**src/rtl/ais_map.svh**
```systemverilog
/*
   Register offsets, event and limit codes, field positions and timing constants
   of the analog input channel scanner. Included by the scanner package
   users; assumes nothing else.
*/
`ifndef AIS_MAP_SVH
`define AIS_MAP_SVH

// ----------------------------------------------------------------------
// register byte offsets
// ----------------------------------------------------------------------
`define AIS_OFS_CTRL      8'h00
`define AIS_OFS_CHAN_EN   8'h04
`define AIS_OFS_STATUS    8'h08
`define AIS_OFS_CLEAR     8'h0C
`define AIS_OFS_IRQ_EN    8'h10
`define AIS_OFS_EVENT     8'h14
`define AIS_OFS_AVG       8'h18
`define AIS_OFS_CAL       8'h1C
`define AIS_OFS_FAULT     8'h20
`define AIS_OFS_DATA      8'h40

// ----------------------------------------------------------------------
// control fields
// ----------------------------------------------------------------------
`define AIS_CTRL_RESTART  0
`define AIS_CTRL_SYNC     1
`define AIS_CTRL_LOOP     2

// ----------------------------------------------------------------------
// status / interrupt fields
// ----------------------------------------------------------------------
`define AIS_ST_INIT_ERR   0
`define AIS_ST_OVER       1
`define AIS_ST_UNDER      2
`define AIS_ST_OPEN       3
`define AIS_ST_PASS       4
`define AIS_ST_W          5

// ----------------------------------------------------------------------
// averaging register fields
// ----------------------------------------------------------------------
`define AIS_AVG_SHIFT_LSB 16
`define AIS_AVG_SHIFT_W   3
`define AIS_AVG_SHIFT_MAX 3'h7

// ----------------------------------------------------------------------
// values
// ----------------------------------------------------------------------
`define AIS_INIT_ERR_CODE 32'h84C10000
`define AIS_OVER_CODE     16'hFF00
`define AIS_UNDER_CODE    16'h0100
`define AIS_OPEN_CODE     16'h0080
`define AIS_RESP_OKAY     2'h0
`define AIS_RESP_SLVERR   2'h2
`define AIS_CLK_NS        50
`define AIS_FREERUN_NS    10000

`endif

```
**src/rtl/ais_pkg.sv**
```systemverilog
/*
   Types of the analog input channel scanner.
   Does not include the map header; the state codes are set here.
*/
package ais_pkg;

   // ----------------------------------------------------------------------
   // sequencer states
   // ----------------------------------------------------------------------
   typedef enum logic [2:0] {
      AIS_S_INIT  = 3'b000,
      AIS_S_IDLE  = 3'b001,
      AIS_S_START = 3'b010,
      AIS_S_WAIT  = 3'b011,
      AIS_S_NEXT  = 3'b100,
      AIS_S_ERROR = 3'b101
   } ais_state_t;

   typedef logic [1:0] ais_resp_t;

endpackage

```
**src/rtl/ais_scan.sv**
```systemverilog
/*
   Analog input channel scanner: steps the converter through enabled
   channels, averages, calibrates, flags faults, AXI4-Lite registers.
   Assumes a converter front end that answers conv_start with conv_done
   and a sample, and a unit-bus sync tick for synchronous refresh.
*/
// Added by the designer: the address map and the AXI4-Lite register port.
//
// Behaviour
// - channels are converted one after another in a fixed order.
// - disabled channels are skipped, never converted; here chan_en_cfg is only loaded into chan_en_act at reset or restart.
// - disabled channels raise no fault flags at all.
// - pass time shrinks with fewer enabled channels; no idle slots.
// - each channel has its own independent enable bit.
// - enable bit true means enabled; all channels enabled after reset.
// - keep one channel enabled; none enabled raises init error event code.
// - asynchronous mode refreshes on an own free-running period.
// - synchronous mode samples on the shared unit-bus sync tick.
// - averaging channels report the mean over the set window.
// - averaging only in asynchronous mode, never in synchronous mode.
// - open-wire detection only for current-loop 4 to 20 mA variants.
// - flag over-range or under-range outside the convertible span.
// - subtract a user calibration offset from converted values.
`timescale 1ns/1ps
`include "ais_map.svh"

module ais_scan #(
   parameter int N       = 8,   // input channels
   parameter int DW      = 16,  // converter sample width
   parameter int ACC_W   = 24   // averaging accumulator width
) (
   input  wire logic                   aclk,          // system clock
   input  wire logic                   aresetn,       // sync reset, low
   // axi4-lite slave
   input  wire logic [7:0]             s_axi_awaddr,  // write address
   input  wire logic                   s_axi_awvalid, // write address valid
   output logic                        s_axi_awready, // write address ready
   input  wire logic [31:0]            s_axi_wdata,   // write data
   input  wire logic [3:0]             s_axi_wstrb,   // byte strobes
   input  wire logic                   s_axi_wvalid,  // write data valid
   output logic                        s_axi_wready,  // write data ready
   output ais_pkg::ais_resp_t          s_axi_bresp,   // write response
   output logic                        s_axi_bvalid,  // write response valid
   input  wire logic                   s_axi_bready,  // write response ready
   input  wire logic [7:0]             s_axi_araddr,  // read address
   input  wire logic                   s_axi_arvalid, // read address valid
   output logic                        s_axi_arready, // read address ready
   output logic [31:0]                 s_axi_rdata,   // read data
   output ais_pkg::ais_resp_t          s_axi_rresp,   // read response
   output logic                        s_axi_rvalid,  // read data valid
   input  wire logic                   s_axi_rready,  // read data ready
   // converter front end
   output logic                        conv_start,    // start pulse
   output logic [$clog2(N)-1:0]        conv_channel,  // channel to convert
   input  wire logic                   conv_done,     // sample ready pulse
   input  wire logic [DW-1:0]          conv_data,     // raw sample code
   // unit bus
   input  wire logic                   sync_tick,     // sync refresh tick
   output logic                        irq            // level interrupt
);
   import ais_pkg::*;

   localparam int CW = $clog2(N);
   localparam int FREERUN_CYC = (`AIS_FREERUN_NS + `AIS_CLK_NS - 1) / `AIS_CLK_NS;
   localparam int TW = $clog2(FREERUN_CYC + 1);

   if (N < 2 || N > 8 || DW != 16 || ACC_W < DW + 7 || ACC_W > 32) begin : g_bad_param
      $error("ais_scan: unsupported parameters");
   end

   // ----------------------------------------------------------------------
   // functions
   // ----------------------------------------------------------------------
   // next enabled channel in cyclic order after cur
   function automatic logic [CW-1:0] next_ch(input logic [N-1:0] m,
                                             input logic [CW-1:0] cur);
      logic found;
      int   j;
      next_ch = cur;
      found   = 1'b0;
      for (int i = 1; i <= N; i++) begin
         j = (int'(cur) + i) % N;
         if (!found && m[j]) begin
            next_ch = CW'(j);
            found   = 1'b1;
         end
      end
   endfunction

   // byte-lane merge of a write
   function automatic logic [31:0] merge(input logic [31:0] old_v,
                                         input logic [31:0] new_v,
                                         input logic [3:0]  strb);
      for (int b = 0; b < 4; b++) begin
         if (strb[b]) begin
            old_v[8*b +: 8] = new_v[8*b +: 8];
         end
      end
      merge = old_v;
   endfunction

   // ----------------------------------------------------------------------
   // registers and state
   // ----------------------------------------------------------------------
   ais_state_t             state;
   logic                   sync_mode;
   logic                   loop_variant;
   logic                   restart;
   logic [N-1:0]           chan_en_cfg;
   logic [N-1:0]           chan_en_act;
   logic [N-1:0]           avg_en;
   logic [`AIS_AVG_SHIFT_W-1:0] avg_shift;
   logic [DW-1:0]          cal_offset;
   logic [`AIS_ST_W-1:0]   status;
   logic [`AIS_ST_W-1:0]   irq_en;
   logic [`AIS_ST_W-1:0]   next_set;
   logic [N-1:0]           flt_over;
   logic [N-1:0]           flt_under;
   logic [N-1:0]           flt_open;
   logic [DW-1:0]          data  [N];
   logic [ACC_W-1:0]       acc   [N];
   logic [7:0]             cnt   [N];
   logic [TW-1:0]          free_cnt;
   logic                   free_tick;

   logic                   wr_fire;
   logic                   rd_fire;
   logic [31:0]            wd;
   logic [DW-1:0]          cal_val;
   logic                   do_avg;
   logic [7:0]             win_last;
   logic [ACC_W-1:0]       acc_sum;

   assign wr_fire  = s_axi_awvalid && s_axi_awready && s_axi_wvalid && s_axi_wready;
   assign rd_fire  = s_axi_arvalid && s_axi_arready;
   assign wd       = s_axi_wdata;
   assign cal_val  = conv_data - cal_offset;
   assign do_avg   = avg_en[conv_channel] && !sync_mode;
   assign win_last = 8'((1 << avg_shift) - 1);
   assign acc_sum  = acc[conv_channel] + ACC_W'(cal_val);

   // ----------------------------------------------------------------------
   // axi4-lite write channel
   // ----------------------------------------------------------------------
   // take address and data together, answer one cycle later
   always_ff @(posedge aclk) begin
      if (!aresetn) begin
         s_axi_awready <= 1'b0;
         s_axi_wready  <= 1'b0;
         s_axi_bvalid  <= 1'b0;
         s_axi_bresp   <= `AIS_RESP_OKAY;
      end else begin
         s_axi_awready <= 1'b0;
         s_axi_wready  <= 1'b0;
         if (s_axi_awvalid && s_axi_wvalid && !s_axi_awready && !s_axi_bvalid) begin
            s_axi_awready <= 1'b1;
            s_axi_wready  <= 1'b1;
         end
         if (wr_fire) begin
            s_axi_bvalid <= 1'b1;
            case (s_axi_awaddr)
               `AIS_OFS_CTRL, `AIS_OFS_CHAN_EN, `AIS_OFS_CLEAR, `AIS_OFS_IRQ_EN,
               `AIS_OFS_AVG, `AIS_OFS_CAL: s_axi_bresp <= `AIS_RESP_OKAY;
               default:                    s_axi_bresp <= `AIS_RESP_SLVERR;
            endcase
         end else if (s_axi_bvalid && s_axi_bready) begin
            s_axi_bvalid <= 1'b0;
         end
      end
   end

   // configuration registers
   always_ff @(posedge aclk) begin
      if (!aresetn) begin
         sync_mode    <= 1'b0;
         loop_variant <= 1'b0;
         restart      <= 1'b0;
         chan_en_cfg  <= {N{1'b1}};
         avg_en       <= '0;
         avg_shift    <= '0;
         cal_offset   <= '0;
         irq_en       <= '0;
      end else begin
         restart <= 1'b0;
         if (wr_fire) begin
            case (s_axi_awaddr)
               `AIS_OFS_CTRL: begin
                  if (s_axi_wstrb[0]) begin
                     restart      <= wd[`AIS_CTRL_RESTART];
                     sync_mode    <= wd[`AIS_CTRL_SYNC];
                     loop_variant <= wd[`AIS_CTRL_LOOP];
                  end
               end
               `AIS_OFS_CHAN_EN: chan_en_cfg <= N'(merge(32'(chan_en_cfg), wd,
                                                         s_axi_wstrb));
               `AIS_OFS_IRQ_EN: irq_en <= `AIS_ST_W'(merge(32'(irq_en), wd, s_axi_wstrb));
               `AIS_OFS_AVG: begin
                  if (s_axi_wstrb[0]) begin
                     avg_en <= wd[N-1:0];
                  end
                  if (s_axi_wstrb[2]) begin
                     avg_shift <= wd[`AIS_AVG_SHIFT_LSB +: `AIS_AVG_SHIFT_W];
                  end
               end
               `AIS_OFS_CAL: cal_offset <= DW'(merge(32'(cal_offset), wd, s_axi_wstrb));
               default: ;
            endcase
         end
      end
   end

   // ----------------------------------------------------------------------
   // axi4-lite read channel
   // ----------------------------------------------------------------------
   // decode on the address beat, data the cycle after
   always_ff @(posedge aclk) begin
      if (!aresetn) begin
         s_axi_arready <= 1'b0;
         s_axi_rvalid  <= 1'b0;
         s_axi_rdata   <= '0;
         s_axi_rresp   <= `AIS_RESP_OKAY;
      end else begin
         s_axi_arready <= s_axi_arvalid && !s_axi_arready && !s_axi_rvalid;
         if (rd_fire) begin
            s_axi_rvalid <= 1'b1;
            s_axi_rresp  <= `AIS_RESP_OKAY;
            s_axi_rdata  <= '0;
            case (s_axi_araddr)
               `AIS_OFS_CTRL:    s_axi_rdata <= 32'({loop_variant, sync_mode, 1'b0});
               `AIS_OFS_CHAN_EN: s_axi_rdata <= 32'(chan_en_cfg);
               `AIS_OFS_STATUS:  s_axi_rdata <= 32'(status);
               `AIS_OFS_CLEAR:   s_axi_rdata <= '0;                    // write-only
               `AIS_OFS_IRQ_EN:  s_axi_rdata <= 32'(irq_en);
               `AIS_OFS_EVENT:   s_axi_rdata <= status[`AIS_ST_INIT_ERR] ?
                                                `AIS_INIT_ERR_CODE : '0;
               `AIS_OFS_AVG:     s_axi_rdata <= 32'({avg_shift, 8'h00, 8'(avg_en)});
               `AIS_OFS_CAL:     s_axi_rdata <= 32'(cal_offset);
               `AIS_OFS_FAULT:   s_axi_rdata <= 32'({8'(flt_open), 8'(flt_under),
                                                     8'(flt_over)});
               default: begin
                  if (s_axi_araddr >= `AIS_OFS_DATA &&
                      s_axi_araddr < 8'(`AIS_OFS_DATA + 4 * N) &&
                      s_axi_araddr[1:0] == 2'h0) begin
                     s_axi_rdata <= 32'(data[s_axi_araddr[2 +: CW]]);
                  end else begin
                     s_axi_rresp <= `AIS_RESP_SLVERR;
                  end
               end
            endcase
         end else if (s_axi_rvalid && s_axi_rready) begin
            s_axi_rvalid <= 1'b0;
         end
      end
   end

   // ----------------------------------------------------------------------
   // refresh timing
   // ----------------------------------------------------------------------
   // free-running refresh period, independent of the unit bus
   always_ff @(posedge aclk) begin
      if (!aresetn) begin
         free_cnt  <= '0;
         free_tick <= 1'b0;
      end else begin
         free_tick <= (free_cnt == TW'(FREERUN_CYC - 1));
         free_cnt  <= (free_cnt == TW'(FREERUN_CYC - 1)) ? '0 : free_cnt + 1'b1;
      end
   end

   // ----------------------------------------------------------------------
   // sequencer
   // ----------------------------------------------------------------------
   // walks enabled channels, one conversion slot each
   always_ff @(posedge aclk) begin
      if (!aresetn) begin
         state        <= AIS_S_INIT;
         chan_en_act  <= '0;
         conv_start   <= 1'b0;
         conv_channel <= '0;
      end else begin
         conv_start <= 1'b0;
         if (restart) begin
            state <= AIS_S_INIT;
         end else begin
            case (state)
               AIS_S_INIT: begin
                  chan_en_act  <= chan_en_cfg;
                  conv_channel <= next_ch(chan_en_cfg, CW'(N - 1));
                  state        <= (chan_en_cfg == '0) ? AIS_S_ERROR : AIS_S_IDLE;
               end
               AIS_S_IDLE: begin
                  if (sync_mode ? sync_tick : free_tick) begin
                     state <= AIS_S_START;
                  end
               end
               AIS_S_START: begin
                  conv_start <= 1'b1;
                  state      <= AIS_S_WAIT;
               end
               AIS_S_WAIT: begin
                  if (conv_done) begin
                     state <= AIS_S_NEXT;
                  end
               end
               AIS_S_NEXT: begin
                  // skip disabled channels without spending a slot
                  conv_channel <= next_ch(chan_en_act, conv_channel);
                  if (next_ch(chan_en_act, conv_channel) <= conv_channel) begin
                     state <= AIS_S_IDLE;
                  end else begin
                     state <= AIS_S_START;
                  end
               end
               AIS_S_ERROR: state <= AIS_S_ERROR;                  // held until restart
               default:     state <= AIS_S_INIT;
            endcase
         end
      end
   end

   // ----------------------------------------------------------------------
   // sample path: calibration, averaging, fault checks
   // ----------------------------------------------------------------------
   // only the channel under conversion is ever checked
   generate
      for (genvar c = 0; c < N; c++) begin : g_ch
         always_ff @(posedge aclk) begin
            if (!aresetn || restart) begin
               data[c]      <= '0;
               acc[c]       <= '0;
               cnt[c]       <= '0;
               flt_over[c]  <= 1'b0;
               flt_under[c] <= 1'b0;
               flt_open[c]  <= 1'b0;
            end else if (state == AIS_S_WAIT && conv_done &&
                         conv_channel == CW'(c) && chan_en_act[c]) begin
               flt_over[c]  <= conv_data >= `AIS_OVER_CODE;
               flt_under[c] <= conv_data <= `AIS_UNDER_CODE;
               flt_open[c]  <= loop_variant && conv_data < `AIS_OPEN_CODE;
               if (!do_avg) begin
                  data[c] <= cal_val;
                  acc[c]  <= '0;
                  cnt[c]  <= '0;
               end else if (cnt[c] == win_last) begin
                  data[c] <= DW'(acc_sum >> avg_shift);
                  acc[c]  <= '0;
                  cnt[c]  <= '0;
               end else begin
                  acc[c] <= acc_sum;
                  cnt[c] <= cnt[c] + 8'h01;
               end
            end
         end
      end
   endgenerate

   // ----------------------------------------------------------------------
   // interrupt status
   // ----------------------------------------------------------------------
   // events of this cycle
   always_comb begin
      next_set = '0;
      next_set[`AIS_ST_INIT_ERR] = (state == AIS_S_INIT) && (chan_en_cfg == '0) &&
                                   !restart;
      if (state == AIS_S_WAIT && conv_done && chan_en_act[conv_channel]) begin
         next_set[`AIS_ST_OVER]  = conv_data >= `AIS_OVER_CODE;
         next_set[`AIS_ST_UNDER] = conv_data <= `AIS_UNDER_CODE;
         next_set[`AIS_ST_OPEN]  = loop_variant && conv_data < `AIS_OPEN_CODE;
      end
      next_set[`AIS_ST_PASS] = (state == AIS_S_NEXT) && !restart &&
                               (next_ch(chan_en_act, conv_channel) <= conv_channel);
   end

   // sticky bits, a set wins over a clear in the same cycle
   always_ff @(posedge aclk) begin
      if (!aresetn) begin
         status <= '0;
         irq    <= 1'b0;
      end else begin
         if (wr_fire && s_axi_awaddr == `AIS_OFS_CLEAR && s_axi_wstrb[0]) begin
            status <= (status & ~wd[`AIS_ST_W-1:0]) | next_set;
         end else begin
            status <= status | next_set;
         end
         irq <= |(status & irq_en);
      end
   end

endmodule // ais_scan

```
**config.mk**
```make
export PLATFORM = sky130hd
export DESIGN_NAME = ais_scan
export DESIGN_NICKNAME = d
export VERILOG_FILES = /design/src/rtl/ais_pkg.sv /design/src/rtl/ais_scan.sv
export VERILOG_INCLUDE_DIRS = /design/src /design/src/rtl
export SDC_FILE = /design/constraint.sdc
export NUM_CORES = 1
export LEC_CHECK = 0
export ABC_AREA = 1
export BUFFER_PORTS_ARGS = -buffer_cell sky130_fd_sc_hd__buf_2
export CORE_ASPECT_RATIO = 0.6
export CORE_UTILIZATION = 45
export DETAILED_ROUTE_END_ITERATION = 16
export PLACE_DENSITY = 0.69
export SYNTH_ARGS = -nofsm -noshare
export SYNTH_HDL_FRONTEND = slang
export SYNTH_SLANG_ARGS = --single-unit
```
**constraint.sdc**
```tcl
create_clock -name aclk -period 6.4 [get_ports aclk]
set_input_delay 0.32 -clock aclk [delete_from_list [all_inputs] [get_ports aclk]]
set_output_delay 0.32 -clock aclk [all_outputs]
set_load 0.03 [all_outputs]
```
==> results of run 1 <==
## flip-flops by register name, indices dropped and copies added (netlist names), 3 cells and up, named ones only
name and count:
flt_open 8, status 5, free_cnt 8, flt_over 8, chan_en_act 8, data 128
chan_en_cfg 8, avg_shift 3, conv_channel 3, acc 184, avg_en 8, cnt 64
cal_offset 16, s_axi_rdata 25, flt_under 8, irq_en 5, state 3
## worst register-to-register path, stage by stage (launching register included)
cell	delay, ps
dfxtp_1	730
inv_2	330
nor2_1	160
o21ai_0	90
a31oi_1	220
ha_1	390
inv_1	100
fa_1	530
o31ai_2	340
nand3_1	150
o21ai_2	260
xor2_2	570
inv_2	80
o21ai_2	270
nand2_1	170
a31oi_4	450
nand2_1	100
nand2_1	70
inv_1	40
## final timing paths
kind / startpoint / to / slack, ps / cells after the start
max: flip-flop / data[4][4] / 1160 / 18
min reg2reg: s_axi_arready / s_axi_arready / 440 / 1
max reg2reg: flip-flop / data[4][4] / 1160 / 18
min: s_axi_wdata[11] / cal_offset[11] / 9 / 3
## power breakdown
| group | leakage, nW | switching [mW] | internal (mW) |
|---|---|---|---|
| clock network | 0.833 | 1.36 | 1.72 |
| logic | 6.58 | 1.58 | 0.541 |
| registers | 4.93 | 0.0610 | 3.64 |
## synth_stat cells (27+ instances only)
master    instances
buf_2            28
nor2_1          430
nand2_2          41
inv_1           320
nand2_1         598
clkbuf_1         77
o21ai_0         179
inv_2            29
o22ai_1         174
nand4_1          27
xor2_1           51
dfxtp_1         131
nor3_1           32
nand3_1         217
a21oi_1         135
edfxtp_1        376
ha_1             50
## layout make-up
class,count,area [sq um]
repair buffers,166,1030
well taps,828,1040
clock buffers,63,1410
fillers,5712,30200
multi-input cells,2227,11800
inverters,359,1350
clock inverters,25,265
flip-flops and latches,507,13900
## layer usage
layer	vias to the layer above	wire, microns
li1	11300	-
met2	1547	35100
met5	-	19
met1	11500	40600
met3	142	16000
met4	2	1680
## metrics by stage
stage,utilization [%],setup slack (ps)
2_1_floorplan,-,1970
3_3_place_gp,47.6,1350
3_5_place_dp,47.6,1300
4_1_cts,50.5,1440
5_1_grt,50.5,901
6_report,50.5,1160
## repair_timing
action / 4_1_cts / 5_1_grt
hold buffers: 9 / 0
hold endpoints to repair: 8 / 0
gates resized for setup: 0 / 0
## kinds of logic after synthesis
logic type               after synthesis  share of synthesized area, %
XOR/XNOR                              66                          2.27
AO/OA/AOI/OAI                        645                          14.2
AND/OR/NAND/NOR                     1455                          23.4
buffers and inverters                509                          7.54
other                                  1                        0.0135
multiplexers                           1                        0.0361
flip-flops                           507                          50.1
adder cells (fa/ha/maj)               52                          2.40
==> impl_metrics.json, run 1 <==
{
  "run_status": "finished with violations",
  "violations": "max-capacitance violations, max-slew violations",
  "drive_gt1_share_pct": 12.5,
  "yosysSeqAreaShare_pct": 50.1,
  "final_cell_mix": "nand2_1, nor2_1, edfxtp_1",
  "critPathKind": "reg2reg",
  "crit_path_frequent_cell": "nand2_1",
  "grt_pass1_wl_microns": 138000,
  "drtIter0Drc": 3347,
  "use_met3_pct": 12.8,
  "fin_area_sq_um": 30800,
  "clock_skew_ps": 32.4,
  "tightest_slew_ps": 1530,
  "endpoint_kind": "flip-flop",
  "period_needed_ps": 5240,
  "crit_arrival_ps": 5620,
  "finalHoldViolations": 0,
  "met2_usage_pct": 37.5,
  "wirelength_microns": 93300,
  "cp_max_fo": 17,
  "clkTransAtPathRegs_ps": 70,
  "rsz0062_at_grt": "false",
  "cp_slowest_cell": "dfxtp_1",
  "grt_max_degree": 83,
  "dr_total_vias": 24500,
  "cts_buffers": 47,
  "grt_usage_pct": 29.3,
  "synth_edf_count": 376,
  "hold_class": "in2reg",
  "fp.dieArea_sq_um": 62700,
  "critPathLaunchType": "flip-flop",
  "die_y_microns": 194,
  "insertion_delay_ps": 620,
  "ys_ff_latch": 507,
  "cts_tree": "built",
  "drcViolationCount": 0,
  "port_buffers": 100,
  "syn-cell-area_sq_um": 27800,
  "met1_usage_pct": 44.5,
  "vdd_drop_max_v": 0.000245,
  "max_slew_margin_pct": -2.73,
  "place.gp.congestion": 1.01,
  "dp_cells": 4078,
  "layout_commonest_cell": "nand2_1",
  "grt_remaining_overflow": 0,
  "power_density_nw_per_um2": 289,
  "finalSetupViolations": 0,
  "crit_buf_inv": 4,
  "cts.sink_count": 507,
  "cp.required_ps": 6770,
  "die_w_microns": 323,
  "final_cells": 4175,
  "ys_async_sr_fraction_pct": 0,
  "leakage_nw": 12.3,
  "area_delta_synth_final_pct": 11.0,
  "nNetsFinal": 3437,
  "core_area_sq_um": 61000,
  "routed_via_density": 5.86,
  "tns_ps": 0,
  "yosys-top-cells-area": "edfxtp_1, dfxtp_1, nand2_1, nor2_1, inv_1",
  "grt_antenna_before_repair": 1,
  "power.total_mw": 8.91,
  "report.final.slew_viol_count": 4,
  "critPathMaxStageDelay_ps": 730,
  "post_cts_buffers": 0,
  "fmax_mhz": 191,
  "rows": 70,
  "routedWlPerCell_microns": 22.4,
  "whs_ps": 9.46,
  "yosysTopAreaCellShare_pct": 40.7,
  "ant_nets": 0,
  "crit_family": "compound AO/OA/AOI/OAI gates",
  "synth_ff_type": "edfxtp_1",
  "avgSynthCellArea_sq_um": 8.58,
  "grt_pass1_vias": 22100,
  "syn_inst": 3236,
  "dp_hpwl_microns": 63800,
  "cts-root-buf": "clkbuf_16",
  "yosys.area.top_type": "edfxtp_1",
  "antenna_cells": 0,
  "maxCapViolations": 1,
  "cp_cell_sequence": "inv_2 -> nor2_1 -> o21ai_0 -> a31oi_1 -> ha_1 -> inv_1 -> fa_1 -> o31ai_2 -> nand3_1 -> o21ai_2 -> xor2_2 -> inv_2 -> o21ai_2 -> nand2_1 -> a31oi_4 -> nand2_1 -> nand2_1 -> inv_1",
  "start_util_pct": 45.5,
  "synth_warnings": 0,
  "finalCritPeriodShare_pct": 81.9,
  "h-tree-depth": 2,
  "synth.distinct_cells": 73,
  "dr.pass1.iters": 6,
  "io-pin-count": 123,
  "placedInstanceArea_sq_um": 29000,
  "clk_path_buf_depth": 3,
  "grt.busiest_layer": "met1"
}
No activity file was read; power rests on OpenSTA's default activity.
==> inputs of run 2 (changes only) <==
Clock period 6.4 ns to 5.48 ns, I/O delays scaled along.
==> run 2 against run 1 <==
Compared with the run above: the flow now finishes without violations; worst hold slack better by 27 ps; total power up 16%; first-iteration DRC count up 9.6%; highest routed layer is now met4; wire length up 0.77%; sequential power up 17%; flip-flop and latch count unchanged; global-route usage up 0.20 points; clock power up 12%; die area unchanged; utilization up 0.25 points; via count up 0.83%.
==> impl_metrics.json, run 2 (synthesis gave the netlist of run 1 again) <==
{
  "vdd_drop_max_v": 0.000253,
  "power.total_mw": 10.3,
  "tns_ps": 0,
  "regToRegSetupSlack_ps": 620,
  "cp_max_fo": 9,
  "critPathLaunchType": "flip-flop",
  "endpoint_kind": "flip-flop",
  "maxCapViolations": 0,
  "fill_cells": 5763,
  "routedWlPerCell_microns": 22.4,
  "post-route-util_pct": 50.8,
  "clkTransAtPathRegs_ps": 70,
  "cp.required_ps": 5780,
  "critPathKind": "reg2reg",
  "report.final.slew_viol_count": 0,
  "finalSetupViolations": 0,
  "max_slew_margin_pct": 27.4,
  "start_util_pct": 45.5,
  "place.gp.congestion": 1.03,
  "ant_nets": 0,
  "grt_remaining_overflow": 0,
  "cts_buffers": 47,
  "grt_pass1_vias": 22000,
  "final_cells": 4203,
  "die_y_microns": 194,
  "grt_max_degree": 81,
  "layout_commonest_cell": "nand2_1",
  "grt_antenna_before_repair": 0,
  "fin_area_sq_um": 31000,
  "antenna_cells": 0,
  "drtIter0Drc": 3669,
  "dr.pass1.iters": 6,
  "grt_usage_pct": 29.5,
  "nNetsFinal": 3465,
  "hold_class": "in2reg",
  "grt_pass1_wl_microns": 139000,
  "die_w_microns": 323,
  "cts-root-buf": "clkbuf_16",
  "port_buffers": 100,
  "largest_register": "acc",
  "rows": 70,
  "placedInstanceArea_sq_um": 29200,
  "largest_reg_flops": 184,
  "leakage_nw": 12.4,
  "dr_total_vias": 24700,
  "clk_path_buf_depth": 3,
  "routed_via_density": 5.87,
  "cts_tree": "built",
  "run_status": "finished clean",
  "finalHoldViolations": 0,
  "insertion_delay_ps": 610,
  "dp_cells": 4100,
  "fmax_mhz": 206,
  "finalCritPeriodShare_pct": 88.7,
  "reg.largest.list": "acc x184, data x128, cnt x64",
  "cts.sink_count": 507,
  "post_cts_buffers": 0,
  "h-tree-depth": 2,
  "clock_skew_ps": 25.8,
  "period_needed_ps": 4860,
  "tightest_slew_ps": 1080,
  "power_density_nw_per_um2": 333,
  "rsz0062_at_grt": "false",
  "wirelength_microns": 94000,
  "core_area_sq_um": 61000,
  "dp_hpwl_microns": 65600,
  "drcViolationCount": 0,
  "crit_arrival_ps": 5160,
  "final_cell_mix": "nand2_1, nor2_1, edfxtp_1",
  "io-pin-count": 123,
  "drive_gt1_share_pct": 12.7,
  "fp.dieArea_sq_um": 62700,
  "area_delta_synth_final_pct": 11.6
}
run 2: cell count changes in the layout (fill, tap and decap cells not counted), sizes merged:
cell | previous run | this run
dlygate4sd3 | 9 | 15
inv | 350 | 349
clkinv | 27 | 16
buf | 157 | 179
clkbuf | 63 | 71
clkinvlp | 3 | 7
run 2: worst paths after layout:
check,cells after the start,from,endpoint
worst min register to register,1,free_cnt[0],free_cnt[0]
worst min-delay path,3,s_axi_wdata[8],cal_offset[8]
worst max-delay path,25,cal_offset[2],data[5][12]
worst max register to register,25,cal_offset[2],data[5][12]
run 2: final cells by class:
class                      count  area (sq um)  area share, %
clock inverter                17           208          0.671
timing repair buffer         194          1280           4.14
sequential                   507         13900           44.9
multi-input combinational   2227         11800           38.1
clock buffer                  71          1370           4.43
inverter                     359          1350           4.35
tap                          828          1040           3.35
run 2: repair_timing:
item,4_1_cts,5_1_grt
endpoints found under the hold margin,14,0
hold buffers,15,0
resized for setup,0,0
endpoints found under the setup margin,0,0
run 2: critical path: stages, from the launching register on:
cell      delay [ps]
dfxtp_1          310
inv_1            110
ha_1             420
nand2_1           90
nor2_1           160
nand2_1           80
nand3_1          160
nand2_1          160
nand2_1          120
nand2_1           80
nand2_1           60
a21oi_1           60
or2_2            270
nand2_1          140
clkinv_1          80
buf_4            200
ha_1             370
a21oi_1          210
o21a_1           190
nand4_1          240
nand2_2          300
nand2_1          130
nand3_1          110
nand3_2          270
nand2_1          140
o21ai_0          100
run 2: routing by layer:
layer  wire (microns)  vias to the layer above  track usage (%)  share of wire (%)
li1                 -                    11300                -                  -
met1            42500                    11700             46.7                 45
met2            35800                     1519             38.1                 38
met3            14200                      125             9.94                 15
met4             1460                        0             5.24                1.6
met5                0                        -                0                  0
run 2: power by group:
| part | internal, mW | switching, mW |
|---|---|---|
| combinational | 0.681 | 1.86 |
| clock | 1.93 | 1.52 |
| sequential | 4.25 | 0.0716 |
| total | 6.86 | 3.45 |
run 2: through the flow:
| stage | setup slack (ps) | hold slack (ps) |
|---|---|---|
| 2_1_floorplan | 1050 | 393 |
| 3_3_place_gp | 832 | 428 |
| 3_5_place_dp | 811 | 434 |
| 4_1_cts | 843 | 7.50 |
| 5_1_grt | 326 | 36.0 |
| 6_report | 622 | 36.1 |
